## config.mk

```make
export PLATFORM = sky130hd
export DESIGN_NAME = lmad_decoder
export DESIGN_NICKNAME = d
export VERILOG_FILES = /design/src/hw/lmad_win.v /design/src/hw/lmad_decoder.v
export VERILOG_INCLUDE_DIRS = /design/src /design/src/common
export SDC_FILE = /design/constraint.sdc
export NUM_CORES = 1
export LEC_CHECK = 0
export ABC_AREA = 1
export BUFFER_PORTS_ARGS = -buffer_cell sky130_fd_sc_hd__buf_2
export CAP_MARGIN = 20
export CELL_PAD_IN_SITES_DETAIL_PLACEMENT = 0
export CELL_PAD_IN_SITES_GLOBAL_PLACEMENT = 1
export CORE_MARGIN = 4
export CORE_UTILIZATION = 34
export DETAILED_ROUTE_END_ITERATION = 8
export PLACE_DENSITY_LB_ADDON = 0.1
export SLEW_MARGIN = 20
export SYNTH_ARGS = -nofsm -noshare
export SYNTH_HDL_FRONTEND = slang
export SYNTH_HIERARCHICAL = 1
export SYNTH_SLANG_ARGS = --single-unit
```

## constraint.sdc

```tcl
create_clock -name i_sys_clk -period 14.16 [get_ports i_sys_clk]
set_input_delay 2.832 -clock i_sys_clk [delete_from_list [all_inputs] [get_ports i_sys_clk]]
set_output_delay 2.832 -clock i_sys_clk [all_outputs]
set_load 0.02 [all_outputs]
```

## src/common/lmad_defines.vh

```
// lmad_defines.vh: constants for the legacy i/o and memory address decoder
// assumes inclusion by bare name from design files under hw/ and from the checker and tb files under sim/
`ifndef LMAD_DEFINES_VH
`define LMAD_DEFINES_VH

// target indices of the one-hot target vector
`define LMAD_T_DMA 5'h00
`define LMAD_T_INTC 5'h01
`define LMAD_T_TMR 5'h02
`define LMAD_T_RTC 5'h03
`define LMAD_T_NMIRTC 5'h04
`define LMAD_T_NMI 5'h05
`define LMAD_T_RSTG 5'h06
`define LMAD_T_FERR 5'h07
`define LMAD_T_PM 5'h08
`define LMAD_T_SATA 5'h09
`define LMAD_T_LPC 5'h0A
`define LMAD_T_SPI 5'h0B
`define LMAD_T_PCI 5'h0C
`define LMAD_T_PCIE 5'h0D
`define LMAD_T_MEM 5'h0E
`define LMAD_T_IOAPIC 5'h0F
`define LMAD_T_RPAPIC 5'h10
`define LMAD_T_SMB 5'h11
`define LMAD_T_GPIO 5'h12
`define LMAD_T_LAN 5'h13
`define LMAD_T_TRAP 5'h14
`define LMAD_T_TCO 5'h15
`define LMAD_T_RSVD 5'h16
`define LMAD_NT 23

// route selects
`define LMAD_R_DMA 2'h0
`define LMAD_R_LPC 2'h1
`define LMAD_R_PCI 2'h2
`define LMAD_R_PCIE 2'h3
`define LMAD_D_SATA 2'h0
`define LMAD_D_PCI 2'h1
`define LMAD_D_PCIE 2'h2
`define LMAD_F_LPC 2'h0
`define LMAD_F_SPI 2'h1
`define LMAD_F_PCI 2'h2

// relocatable i/o window masks (size minus one) and the tco offset from the pm base
`define LMAD_PM_MASK 16'h003F
`define LMAD_TCO_OFS 16'h0060
`define LMAD_TCO_MASK 16'h001F
`define LMAD_SMB_MASK 16'h001F
`define LMAD_GPIO_MASK 16'h007F
`define LMAD_LAN_MASK 16'h001F
`define LMAD_IDEC_MASK 16'h0003
`define LMAD_PER_MASK 16'h0007
`define LMAD_GEN_MIN_MASK 16'h0003
`define LMAD_WIN_MAX_MASK 16'h00FF

// candidate legacy peripheral bases
`define LMAD_PAR0 16'h0378
`define LMAD_PAR1 16'h0278
`define LMAD_PAR2 16'h03BC
`define LMAD_SER0 16'h03F8
`define LMAD_SER1 16'h02F8
`define LMAD_SER2 16'h0220
`define LMAD_SER3 16'h0228
`define LMAD_SER4 16'h0238
`define LMAD_SER5 16'h02E8
`define LMAD_SER6 16'h0338
`define LMAD_SER7 16'h03E8
`define LMAD_FDC0 16'h03F0
`define LMAD_FDC1 16'h0370

// memory map
`define LMAD_LOWMEM_END 32'h000D_FFFF
`define LMAD_HIMEM_BASE 32'h0010_0000
`define LMAD_SEG_E 16'h000E
`define LMAD_SEG_F 16'h000F
`define LMAD_FWE_E 6
`define LMAD_FWE_F 7
`define LMAD_FWE_512K 8
`define LMAD_FW512_TOP 10'h3FF
`define LMAD_FW1M_TOP 10'h3FD
`define LMAD_APIC_TOP 12'hFEC
`define LMAD_APIC_LAST 12'h040
`define LMAD_RP_FIRST 5'h02
`define LMAD_RP_LAST 5'h09
`define LMAD_TPM_TOP 16'hFED4
`define LMAD_ALL_ONES 32'hFFFF_FFFF

`endif

```

## src/hw/lmad_win.v

```verilog
// lmad_win.v: one aligned i/o window compare
// assumes base is aligned to the window size given by the mask
`timescale 1ns/1ps
`default_nettype none
module lmad_win #(
  parameter ADDR_W = 16
) (
  input wire [ADDR_W-1:0] i_addr,
  input wire [ADDR_W-1:0] i_base,
  input wire [ADDR_W-1:0] i_mask,
  input wire i_en,
  output wire o_hit
);
  // low base bits under the mask are ignored, so a misaligned base still yields one window
  assign o_hit = i_en & (((i_addr ^ i_base) & ~i_mask) == {ADDR_W{1'b0}});
endmodule // lmad_win
`default_nettype wire

```

## src/hw/lmad_decoder.v

```verilog
// lmad_decoder.v: routes host i/o and memory cycles to one target each
// assumes configuration inputs come from logic on i_sys_clk, held stable
`timescale 1ns/1ps
`default_nettype none
`include "lmad_defines.vh"
module lmad_decoder #(
  parameter NGEN = 4
) (
  input wire i_sys_clk,
  input wire i_rst,
  input wire i_cyc_valid,
  input wire i_cyc_mem,
  input wire i_cyc_wr,
  input wire [31:0] i_addr,
  input wire [1:0] i_dbg_route,
  input wire [1:0] i_disk_route,
  input wire [1:0] i_fw_route,
  input wire [15:0] i_pm_base,
  input wire i_pm_en,
  input wire [15:0] i_smb_base,
  input wire i_smb_en,
  input wire [15:0] i_gpio_base,
  input wire i_gpio_en,
  input wire [15:0] i_lan_base,
  input wire i_lan_en,
  input wire [15:0] i_idec_base,
  input wire i_idec_en,
  input wire [1:0] i_par_sel,
  input wire i_par_en,
  input wire [2:0] i_ser1_sel,
  input wire i_ser1_en,
  input wire [2:0] i_ser2_sel,
  input wire i_ser2_en,
  input wire i_fdc_sel,
  input wire i_fdc_en,
  input wire [16*NGEN-1:0] i_gen_base,
  input wire [8*NGEN-1:0] i_gen_mask,
  input wire [NGEN-1:0] i_gen_en,
  input wire [15:0] i_trap_base,
  input wire [7:0] i_trap_mask,
  input wire i_trap_en,
  input wire [14:0] i_fw_decode_en,
  input wire [31:0] i_top_of_memory_limit,
  input wire [7:0] i_apic_window_select_field,
  input wire i_apic_window_enable_bit,
  input wire [7:0] i_root_port_apic_enable,
  input wire [15:0] i_lpc_mem_base,
  input wire [31:0] i_lpc_mem_ctl,
  output wire [`LMAD_NT-1:0] o_tgt,
  output wire [2:0] o_rp_port,
  output wire o_rd_all_ones,
  output reg [`LMAD_NT-1:0] o_tgt_ff,
  output reg [2:0] o_rp_port_ff,
  output reg [31:0] o_rd_data_ff
);

  ////////////////////////////////////////////////////////////////////////////
  // relocatable i/o windows

  wire [15:0] a = i_addr[15:0];
  wire [15:0] tco_base = i_pm_base + `LMAD_TCO_OFS;
  reg [15:0] par_base;
  reg [15:0] ser1_base;
  reg [15:0] ser2_base;
  wire [15:0] fdc_base = i_fdc_sel ? `LMAD_FDC1 : `LMAD_FDC0;
  wire hit_pm;
  wire hit_tco;
  wire hit_smb;
  wire hit_gpio;
  wire hit_lan;
  wire hit_idec;
  wire hit_par;
  wire hit_ser1;
  wire hit_ser2;
  wire hit_fdc;
  wire hit_trap;
  wire [NGEN-1:0] hit_gen;

  function [15:0] ser_base;
    input [2:0] s;
    begin
      case (s)
        3'h0: ser_base = `LMAD_SER0;
        3'h1: ser_base = `LMAD_SER1;
        3'h2: ser_base = `LMAD_SER2;
        3'h3: ser_base = `LMAD_SER3;
        3'h4: ser_base = `LMAD_SER4;
        3'h5: ser_base = `LMAD_SER5;
        3'h6: ser_base = `LMAD_SER6;
        default: ser_base = `LMAD_SER7;
      endcase
    end
  endfunction

  always @*
  begin
    ser1_base = ser_base(i_ser1_sel);
    ser2_base = ser_base(i_ser2_sel);
    case (i_par_sel)
      2'h0: par_base = `LMAD_PAR0;
      2'h1: par_base = `LMAD_PAR1;
      default: par_base = `LMAD_PAR2;
    endcase
  end

  lmad_win #(.ADDR_W(16)) u_pm (.i_addr(a), .i_base(i_pm_base),
    .i_mask(`LMAD_PM_MASK), .i_en(i_pm_en), .o_hit(hit_pm));
  lmad_win #(.ADDR_W(16)) u_tco (.i_addr(a), .i_base(tco_base),
    .i_mask(`LMAD_TCO_MASK), .i_en(i_pm_en), .o_hit(hit_tco));
  lmad_win #(.ADDR_W(16)) u_smb (.i_addr(a), .i_base(i_smb_base),
    .i_mask(`LMAD_SMB_MASK), .i_en(i_smb_en), .o_hit(hit_smb));
  lmad_win #(.ADDR_W(16)) u_gpio (.i_addr(a), .i_base(i_gpio_base),
    .i_mask(`LMAD_GPIO_MASK), .i_en(i_gpio_en), .o_hit(hit_gpio));
  lmad_win #(.ADDR_W(16)) u_lan (.i_addr(a), .i_base(i_lan_base),
    .i_mask(`LMAD_LAN_MASK), .i_en(i_lan_en), .o_hit(hit_lan));
  lmad_win #(.ADDR_W(16)) u_idec (.i_addr(a), .i_base(i_idec_base),
    .i_mask(`LMAD_IDEC_MASK), .i_en(i_idec_en), .o_hit(hit_idec));
  lmad_win #(.ADDR_W(16)) u_par (.i_addr(a), .i_base(par_base),
    .i_mask(`LMAD_PER_MASK), .i_en(i_par_en), .o_hit(hit_par));
  lmad_win #(.ADDR_W(16)) u_ser1 (.i_addr(a), .i_base(ser1_base),
    .i_mask(`LMAD_PER_MASK), .i_en(i_ser1_en), .o_hit(hit_ser1));
  lmad_win #(.ADDR_W(16)) u_ser2 (.i_addr(a), .i_base(ser2_base),
    .i_mask(`LMAD_PER_MASK), .i_en(i_ser2_en), .o_hit(hit_ser2));
  lmad_win #(.ADDR_W(16)) u_fdc (.i_addr(a), .i_base(fdc_base),
    .i_mask(`LMAD_PER_MASK), .i_en(i_fdc_en), .o_hit(hit_fdc));
  // trap windows may be a single byte, so the mask has no floor
  lmad_win #(.ADDR_W(16)) u_trap (.i_addr(a), .i_base(i_trap_base),
    .i_mask({8'h00, i_trap_mask}), .i_en(i_trap_en), .o_hit(hit_trap));

  genvar g;
  generate
    for (g = 0; g < NGEN; g = g + 1)
    begin : g_gen
      // generic windows never shrink below four bytes
      lmad_win #(.ADDR_W(16)) u_gen (.i_addr(a), .i_base(i_gen_base[16*g +: 16]),
        .i_mask({8'h00, i_gen_mask[8*g +: 8]} | `LMAD_GEN_MIN_MASK),
        .i_en(i_gen_en[g]), .o_hit(hit_gen[g]));
    end
  endgenerate

  ////////////////////////////////////////////////////////////////////////////
  // fixed i/o decode

  wire [7:0] b = a[7:0];
  wire lo = (a[15:8] == 8'h00);
  reg [4:0] io_sel;
  reg io_hit;
  reg [4:0] dbg_tgt;
  reg [4:0] disk_tgt;

  always @*
  begin
    case (i_dbg_route)
      `LMAD_R_LPC: dbg_tgt = `LMAD_T_LPC;
      `LMAD_R_PCI: dbg_tgt = `LMAD_T_PCI;
      `LMAD_R_PCIE: dbg_tgt = `LMAD_T_PCIE;
      default: dbg_tgt = `LMAD_T_DMA;
    endcase
    case (i_disk_route)
      `LMAD_D_PCI: disk_tgt = `LMAD_T_PCI;
      `LMAD_D_PCIE: disk_tgt = `LMAD_T_PCIE;
      default: disk_tgt = `LMAD_T_SATA;
    endcase
  end

  // priority: trap, fixed legacy, then relocatable windows; unclaimed goes to pci
  always @*
  begin
    io_hit = 1'b1;
    io_sel = `LMAD_T_PCI;
    if (hit_trap)
      io_sel = `LMAD_T_TRAP;
    else if (lo && ((b <= 8'h08) || b == 8'h0F || (b >= 8'h10 && b <= 8'h18) ||
        b == 8'h1F))
      io_sel = `LMAD_T_DMA;
    else if (lo && ((b >= 8'h09 && b <= 8'h0E) || (b >= 8'h19 && b <= 8'h1E)))
      io_sel = i_cyc_wr ? `LMAD_T_DMA : `LMAD_T_RSVD;
    else if (lo && (b == 8'h2E || b == 8'h2F || b == 8'h4E || b == 8'h4F))
      io_sel = `LMAD_T_LPC;
    else if (lo && !b[1] && ((b >= 8'h20 && b <= 8'h3F) || (b >= 8'hA0 && b <= 8'hBF)))
      io_sel = `LMAD_T_INTC;
    else if (a == 16'h04D0 || a == 16'h04D1)
      io_sel = `LMAD_T_INTC;
    else if (lo && ((b >= 8'h40 && b <= 8'h42) || (b >= 8'h50 && b <= 8'h52)))
      io_sel = `LMAD_T_TMR;
    else if (lo && (b == 8'h43 || b == 8'h53))
      io_sel = i_cyc_wr ? `LMAD_T_TMR : `LMAD_T_RSVD;
    else if (lo && (b == 8'h60 || b == 8'h62 || b == 8'h64 || b == 8'h66))
      io_sel = `LMAD_T_LPC;
    else if (lo && b == 8'h61)
      io_sel = `LMAD_T_NMI;
    else if (lo && b == 8'h70)
      io_sel = i_cyc_wr ? `LMAD_T_NMIRTC : `LMAD_T_RSVD;
    else if (lo && b >= 8'h71 && b <= 8'h77)
      io_sel = (i_cyc_wr && !b[0]) ? `LMAD_T_NMIRTC : `LMAD_T_RTC;
    else if (lo && b == 8'h80)
      io_sel = dbg_tgt;
    else if (lo && ((b >= 8'h84 && b <= 8'h86) || b == 8'h88 ||
        (b >= 8'h8C && b <= 8'h8E)))
      io_sel = i_cyc_wr ? dbg_tgt : `LMAD_T_DMA;
    else if ((lo && b == 8'h92) || a == 16'h0CF9)
      io_sel = `LMAD_T_RSTG;
    else if (lo && ((b >= 8'h81 && b <= 8'h9F) || (b >= 8'hC0 && b <= 8'hD1) ||
        b == 8'hDE || b == 8'hDF))
      io_sel = `LMAD_T_DMA;
    else if (lo && b >= 8'hD2 && b <= 8'hDD)
      io_sel = i_cyc_wr ? `LMAD_T_DMA : `LMAD_T_RSVD;
    else if (lo && b == 8'hF0)
      io_sel = `LMAD_T_FERR;
    else if (lo && (b == 8'hB2 || b == 8'hB3))
      io_sel = `LMAD_T_PM;
    else if ((a[15:3] == 13'h002E) || (a[15:3] == 13'h003E) || a == 16'h0376 ||
        a == 16'h03F6)
      io_sel = disk_tgt;
    else if (a[15:4] == 12'h020)
      io_sel = `LMAD_T_LPC;
    else if (hit_pm)
      io_sel = `LMAD_T_PM;
    else if (hit_tco)
      io_sel = `LMAD_T_TCO;
    else if (hit_smb)
      io_sel = `LMAD_T_SMB;
    else if (hit_gpio)
      io_sel = `LMAD_T_GPIO;
    else if (hit_lan)
      io_sel = `LMAD_T_LAN;
    else if (hit_idec)
      io_sel = disk_tgt;
    else if (hit_par || hit_ser1 || hit_ser2 || hit_fdc || (|hit_gen))
      io_sel = `LMAD_T_LPC;
    else
      io_hit = 1'b0;
  end

  ////////////////////////////////////////////////////////////////////////////
  // memory decode

  reg [4:0] fw_tgt;
  reg [4:0] mem_sel;
  reg [2:0] rp_port;
  wire [4:0] rp_idx = i_addr[19:15] - `LMAD_RP_FIRST;
  wire [2:0] fw512_idx = i_addr[21:19];
  wire [3:0] fw512_bit = {1'b0, fw512_idx} + 4'h8;
  wire fw512_on = (fw512_idx == 3'h7) | i_fw_decode_en[fw512_bit];

  always @*
  begin
    case (i_fw_route)
      `LMAD_F_SPI: fw_tgt = `LMAD_T_SPI;
      `LMAD_F_PCI: fw_tgt = `LMAD_T_PCI;
      default: fw_tgt = `LMAD_T_LPC;
    endcase
  end

  always @*
  begin
    mem_sel = `LMAD_T_PCI;
    rp_port = 3'h0;
    if (i_addr <= `LMAD_LOWMEM_END)
      mem_sel = `LMAD_T_MEM;
    else if (i_addr[31:16] == `LMAD_SEG_E && i_fw_decode_en[`LMAD_FWE_E])
      // an enabled low segment never goes to pci, even on the pci route
      mem_sel = (i_fw_route == `LMAD_F_SPI) ? `LMAD_T_SPI : `LMAD_T_LPC;
    else if (i_addr[31:16] == `LMAD_SEG_F && i_fw_decode_en[`LMAD_FWE_F])
      mem_sel = (i_fw_route == `LMAD_F_SPI) ? `LMAD_T_SPI : `LMAD_T_LPC;
    else if (i_addr >= `LMAD_HIMEM_BASE && i_addr < i_top_of_memory_limit)
      mem_sel = `LMAD_T_MEM;
    else if (i_addr[31:22] == `LMAD_FW512_TOP && fw512_on)
      mem_sel = fw_tgt;
    else if (i_addr[31:22] == `LMAD_FW1M_TOP && i_fw_decode_en[i_addr[21:20]])
      mem_sel = fw_tgt;
    else if (i_addr[31:20] == `LMAD_APIC_TOP && i_apic_window_enable_bit &&
        i_addr[19:12] == i_apic_window_select_field && i_addr[11:0] <= `LMAD_APIC_LAST)
      mem_sel = `LMAD_T_IOAPIC;
    else if (i_addr[31:20] == `LMAD_APIC_TOP && i_addr[19:15] >= `LMAD_RP_FIRST &&
        i_addr[19:15] <= `LMAD_RP_LAST && i_root_port_apic_enable[rp_idx[2:0]])
    begin
      mem_sel = `LMAD_T_RPAPIC;
      rp_port = rp_idx[2:0];
    end
    else if (i_addr[31:16] == `LMAD_TPM_TOP)
      mem_sel = `LMAD_T_LPC;
    else if (i_lpc_mem_ctl[0] && i_addr[31:16] == i_lpc_mem_base)
      mem_sel = `LMAD_T_LPC;
  end

  ////////////////////////////////////////////////////////////////////////////
  // target select and capture

  wire [4:0] sel = i_cyc_mem ? mem_sel : (io_hit ? io_sel : `LMAD_T_PCI);
  wire [`LMAD_NT-1:0] one = {{(`LMAD_NT-1){1'b0}}, 1'b1};

  // exactly one bit while a cycle is presented, none otherwise
  assign o_tgt = i_cyc_valid ? (one << sel) : {`LMAD_NT{1'b0}};
  assign o_rp_port = (i_cyc_valid && i_cyc_mem) ? rp_port : 3'h0;
  // a reserved read reaches no unit, so it cannot cause a side effect
  assign o_rd_all_ones = i_cyc_valid && !i_cyc_wr &&
    (sel == `LMAD_T_RSVD);

  always @(posedge i_sys_clk)
  begin
    if (i_rst)
    begin
      o_tgt_ff <= {`LMAD_NT{1'b0}};
      o_rp_port_ff <= 3'h0;
      o_rd_data_ff <= 32'h0000_0000;
    end
    else if (i_cyc_valid)
    begin
      o_tgt_ff <= o_tgt;
      o_rp_port_ff <= o_rp_port;
      o_rd_data_ff <= o_rd_all_ones ? `LMAD_ALL_ONES : 32'h0000_0000;
    end
  end

endmodule // lmad_decoder
`default_nettype wire

```

==> results of run 1 <==
==> final cells by class <==
cell class                      instances  share of cell area (%)
Antenna cell                           12                   0.205
Clock buffer                            3                   0.512
Clock inverter                          1                  0.0341
Inverter                              607                    15.6
Multi-Input combinational cell       1875                    61.7
Sequential cell                        27                    3.69
Tap cell                              435                    3.71
Timing Repair Buffer                  425                    14.6
==> cells in the final DEF (no fill, tap or decap), drive strengths merged, types with 12 or more instances in the layout <==
| cell | instances |
|---|---|
| nand3b | 49 |
| dfxtp | 27 |
| nand2 | 690 |
| o21bai | 30 |
| ha | 37 |
| or2 | 38 |
| buf | 425 |
| nand4 | 37 |
| a21boi | 17 |
| inv | 606 |
| diode | 12 |
| nor3 | 44 |
| nor4 | 12 |
| o21ai | 52 |
| a21oi | 104 |
| nor2 | 223 |
| nand3 | 182 |
| conb | 306 |
==> worst paths after layout <==
path	end	slack, ns	cells after the start	start
worst max-delay path	o_tgt[10]	4.81	31	i_pm_base[5]
worst min-delay path	o_rp_port_ff[1]$_SDFFE_PP0P_	0.46	2	o_rp_port_ff[1]$_SDFFE_PP0P_
worst max register to register	o_rd_data_ff[30]$_SDFFE_PP0P_	13.04	2	o_rd_data_ff[30]$_SDFFE_PP0P_
worst min register to register	o_rp_port_ff[1]$_SDFFE_PP0P_	0.46	2	o_rp_port_ff[1]$_SDFFE_PP0P_
==> worst max-delay path, delay by kind of cell <==
| family | cells | cell delay (ns) |
|---|---|---|
| AND/OR/NAND/NOR | 22 | 2.37 |
| buffers and inverters | 5 | 0.46 |
| AO/OA/AOI/OAI | 2 | 0.44 |
| adder cells (fa/ha/maj) | 1 | 0.22 |
| XOR/XNOR | 1 | 0.18 |
==> through the flow <==
step	util, %	hold WS (ns)	total power [mW]	instances
after CTS	46.0	0.465	0.442	3373
after detailed placement	45.8	0.454	0.377	3369
final	46.1	0.464	0.439	3385
after global routing	46.1	0.480	0.494	3381
after global placement	45.8	0.452	0.371	3369
after floorplan	-	0.545	0.258	2555
==> flip-flops by register name, summed over array words and instances (netlist names) <==
signal,cells
o_rd_data_ff,1
o_tgt_ff,23
o_rp_port_ff,3
==> power by group <==
group / total, mW / switching [mW] / leakage (nW) / internal [mW]
Clock: 0.0631 / 0.0251 / 0.0410 / 0.0380
Combinational: 0.299 / 0.182 / 9.57 / 0.118
Sequential: 0.0765 / 0.000164 / 0.218 / 0.0763
Total: 0.439 / 0.207 / 9.83 / 0.232
==> metal layers <==
layer | share of wire [%] | vias to the layer above | GRT usage (%)
li1 | - | 7890 | -
met1 | 44 | 6119 | 27.0
met2 | 47 | 405 | 38.8
met3 | 8.1 | 48 | 5.19
met4 | 1.1 | 18 | 2.65
met5 | 0.22 | - | 0
==> cell families (layout without fill, tap and decap cells) <==
| family | count (synthesis) | after routing |
|---|---|---|
| adders and majority gates | 37 | 37 |
| and+or+nand+nor | 1283 | 1283 |
| other | 2 | 318 |
| AOI/OAI and AO/OA | 231 | 231 |
| DFF | 27 | 27 |
| buffers and inverters | 653 | 1036 |
| xor gates and xnor gates | 18 | 18 |
==> reports/metrics.cfg, run 1 <==
[run_status]
status=finished clean

[layout]
register_area_um2=541
layout-drive-gt1-share_pct=19.0
multi_input_area_um2=9050
synthToLayoutAreaGrowth_pct=32.7
layout.nets=3354
fin_area_um2=14700
fill_cells=3694

[synthesis]
yosysMostFrequentCell=nand2_1
ys_seq_area_share_pct=4.89
ys_ff_latch=27
yosys.area_share.simple_pct=53.4
yosys.area_share.adder_pct=4.19
syn-cell-area_um2=11000
synth-compound-area-share_pct=12.5
async_flop_share_pct=0
synth_top_area_cell=nand2_1
synth_top_cell_area_share_pct=22.6
netlist_instances=2251
synth_top_family_by_area=simple AND/OR/NAND/NOR gates
synth-xor-area-share_pct=1.43
ys.flop_type=dfxtp_1
avgSynthCellArea_um2=4.91
synth_common_cells=nand2_1, inv_1, nor2_1
synthMuxAreaShare_pct=0
yosys.cell_types.count=60
synthTopCellsByArea=nand2_1, inv_1, nand3_1
synth-edff-count=0
yosys_warnings=6

[placed_design]
pre_cts_ws_ns=4.80
gp_congestion=0.939
dp_hpwl_mm=32.9
placement.io_buffers=421
placedInstanceArea_um2=14600

[cts]
holdBufCountCts=0
cts_root_buf=clkbuf_16
clock_path_buffers=2
ctsResizeCount=0
insertion_delay_ns=0.26
post-cts-setup-buffers=0
cts-buffers-inserted=3
clk_pin_slew_ns=0.06
cts_tree=yes
cts_sinks=27
h-tree-depth=1

[floorplan]
pin_count=463
start_util_pct=34.7
core_area_um2=31800
placementRows=65
fp.dieH_um=188
dieArea_um2=35400
die_x_um=188

[sta]
fin_skew_ns=0
setup_viol=0
relSlewSlack_pct=37.0
tns_ns=0
timing.final.ws_setup_ns=4.81
fmax_mhz=107
tightest_slew_ns=0.945
rsz0062_at_grt=false
period_needed_ns=9.35
period_share_pct=66.1
slew_viol_final=0
final-hold-violation-count=0

[global_routing]
grt_antenna_before_repair=19
grt_start_max_net_pins=41
grt.overflow.total=0
grt_pass1_vias=13100
grt_first_pass_wirelength_mm=64.3
grt_usage_pct=21.6

[setup_path]
worst_path_most_repeated_cell=nor2_1
critPathCaptureType=primary output
cp.arrival_ns=6.52
cp.required_ns=11.33
cp_max_fo=5
crit_type=in -> out
crit_slowest_cell=a21oi_2
start_kind=primary input
critical-path-max-stage-delay_ns=0.29

[route]
drt-total-wl_mm=40.3
drtIter0Drc=575
vias_per_cell=4.28
wl_per_cell_um=11.9
ant_nets=0
drc=0
firstDrtPassIters=6
num_vias=14500

[min_path]
min_path_type=reg -> reg

[pwr]
p_leak_nw=9.83
ir_worst_vdd_uv=54.6
power_density_nw_per_um2=29.9

[job]
cap_violations=0

Power figures use the tool's default switching activity.
==> run 2, diff against run 1 <==
- CORE_UTILIZATION: 34 -> 31
- clock period: 14.16 -> 8.75 ns (I/O delays scaled with it)
==> reports/metrics.cfg, run 2 (same netlist as run 1, synthesis figures left out) <==
[setup_path]
crit_type=in -> out
cp_max_fo=7
cp-startpoint=i_pm_base[5]
worst_path_most_repeated_cell=nand2_1
rr_startpoint=o_rd_data_ff[30]$_SDFFE_PP0P_
crit_family=simple AND/OR/NAND/NOR gates
r2r_slack_ns=7.63
r2r_cells=2
rr_endpoint=o_rd_data_ff[30]$_SDFFE_PP0P_
start_kind=primary input
cp.arrival_ns=5.56
critical_path.endpoint=o_rd_all_ones
critical-path-max-stage-delay_ns=0.35
crit_cells=30
cp.required_ns=7.00
cp_num_buf_inv=4
critPathCaptureType=primary output
crit_slowest_cell=a21oi_2

[route]
top_layer=met5
wl_met2_mm=19.2
ant_nets=0
wl_met1_mm=18.5
dr_wl_met3_mm=3.44
firstDrtPassIters=5
num_vias=14500
drt-total-wl_mm=41.8
drtIter0Drc=630
wl_per_cell_um=12.3
drc=0
vias_per_cell=4.25

[floorplan]
fp.dieH_um=197
pin_count=463
start_util_pct=31.7
core_area_um2=34900
placementRows=68
die_x_um=197
dieArea_um2=38700

[sta]
period_needed_ns=7.31
tightest_slew_ns=0.860
tns_ns=0
final-hold-violation-count=0
hold_slack_ns=0.463
slew_viol_final=0
relSlewSlack_pct=42.6
fmax_mhz=137
period_share_pct=83.6
rsz0062_at_grt=false
fin_skew_ns=0
setup_viol=0

[cts]
insertion_delay_ns=0.25
ctsResizeCount=0
h-tree-depth=1
clock_path_buffers=2
cts_sinks=27
holdBufCountCts=0
post-cts-setup-buffers=0
cts_root_buf=clkbuf_16
cts_tree=yes
cts-buffers-inserted=3
clk_pin_slew_ns=0.06

[layout]
final_common_cell=nand2_1
regMostFlops=o_tgt_ff
reg_top3=o_tgt_ff (23), o_rp_port_ff (3), o_rd_data_ff (1)
synthToLayoutAreaGrowth_pct=33.2
largest_reg_flops=23
fin_area_um2=14700
utilization_pct=42.2
layout-drive-gt1-share_pct=19.1
layout.cells.most_common_list=nand2_1, inv_1, buf_2
layout.nets=3358

[min_path]
min_path_type=reg -> reg

[run_status]
status=finished clean

[global_routing]
grt.overflow.total=0
grt_first_pass_wirelength_mm=65.6
grt_antenna_before_repair=22
grt_start_max_net_pins=40
grt_pass1_vias=13200
grt_usage_pct=20.5

[placed_design]
placedInstanceArea_um2=14600
placement.io_buffers=421
dp_hpwl_mm=34.8
gp_congestion=0.885

[job]
cap_violations=0

[pwr]
total_power_mw=0.714
power_density_nw_per_um2=48.5
ir_worst_vdd_uv=52.1
p_leak_nw=9.84

-- run 2: worst min-delay path by stage --
stage | from | end | slack [ns] | cells after the start
2_1_floorplan | o_rp_port_ff[0]$_SDFFE_PP0P_ | o_rp_port_ff[0]$_SDFFE_PP0P_ | 0.55 | 2
3_3_place_gp | o_tgt_ff[0]$_SDFFE_PP0P_ | o_tgt_ff[0]$_SDFFE_PP0P_ | 0.45 | 2
3_5_place_dp | o_tgt_ff[9]$_SDFFE_PP0P_ | o_tgt_ff[9]$_SDFFE_PP0P_ | 0.45 | 2
4_1_cts | o_tgt_ff[9]$_SDFFE_PP0P_ | o_tgt_ff[9]$_SDFFE_PP0P_ | 0.46 | 2
5_1_grt | o_rp_port_ff[1]$_SDFFE_PP0P_ | o_rp_port_ff[1]$_SDFFE_PP0P_ | 0.49 | 2
6_report | o_tgt_ff[9]$_SDFFE_PP0P_ | o_tgt_ff[9]$_SDFFE_PP0P_ | 0.46 | 2
-- run 2: final cells by class --
| class | count | area, µm² |
|---|---|---|
| Multi-Input combinational cell | 1875 | 9050 |
| Inverter | 607 | 2280 |
| Antenna cell | 11 | 27.5 |
| Tap cell | 455 | 569 |
| Clock buffer | 4 | 78.8 |
| Timing Repair Buffer | 429 | 2170 |
| Sequential cell | 27 | 541 |
| Fill cell | 4015 | 20200 |
-- run 2: tightest hold or removal path: stages, from the launching register on --
cell,delay (ns)
dfxtp_1,0.30
nand2_1,0.06
a21oi_1,0.06
-- run 2: stage by stage --
step	setup slack [ns]	std cells
final	1.44	3408
after global routing	0.837	3407
after CTS	1.46	3397
after detailed placement	1.47	3393
after global placement	1.54	3393
after floorplan	2.37	2555
-- run 2: where the power goes --
group	switching, mW	leakage, nW	internal [mW]
combinational	0.296	9.59	0.191
sequential	0.000306	0.218	0.123
clock	0.0407	0.0382	0.0623
-- run 2: metal layers --
layer	vias up	track usage [%]
met5	-	0
met4	24	2.52
met3	50	4.70
met2	406	35.8
met1	6087	26.4
li1	7903	-
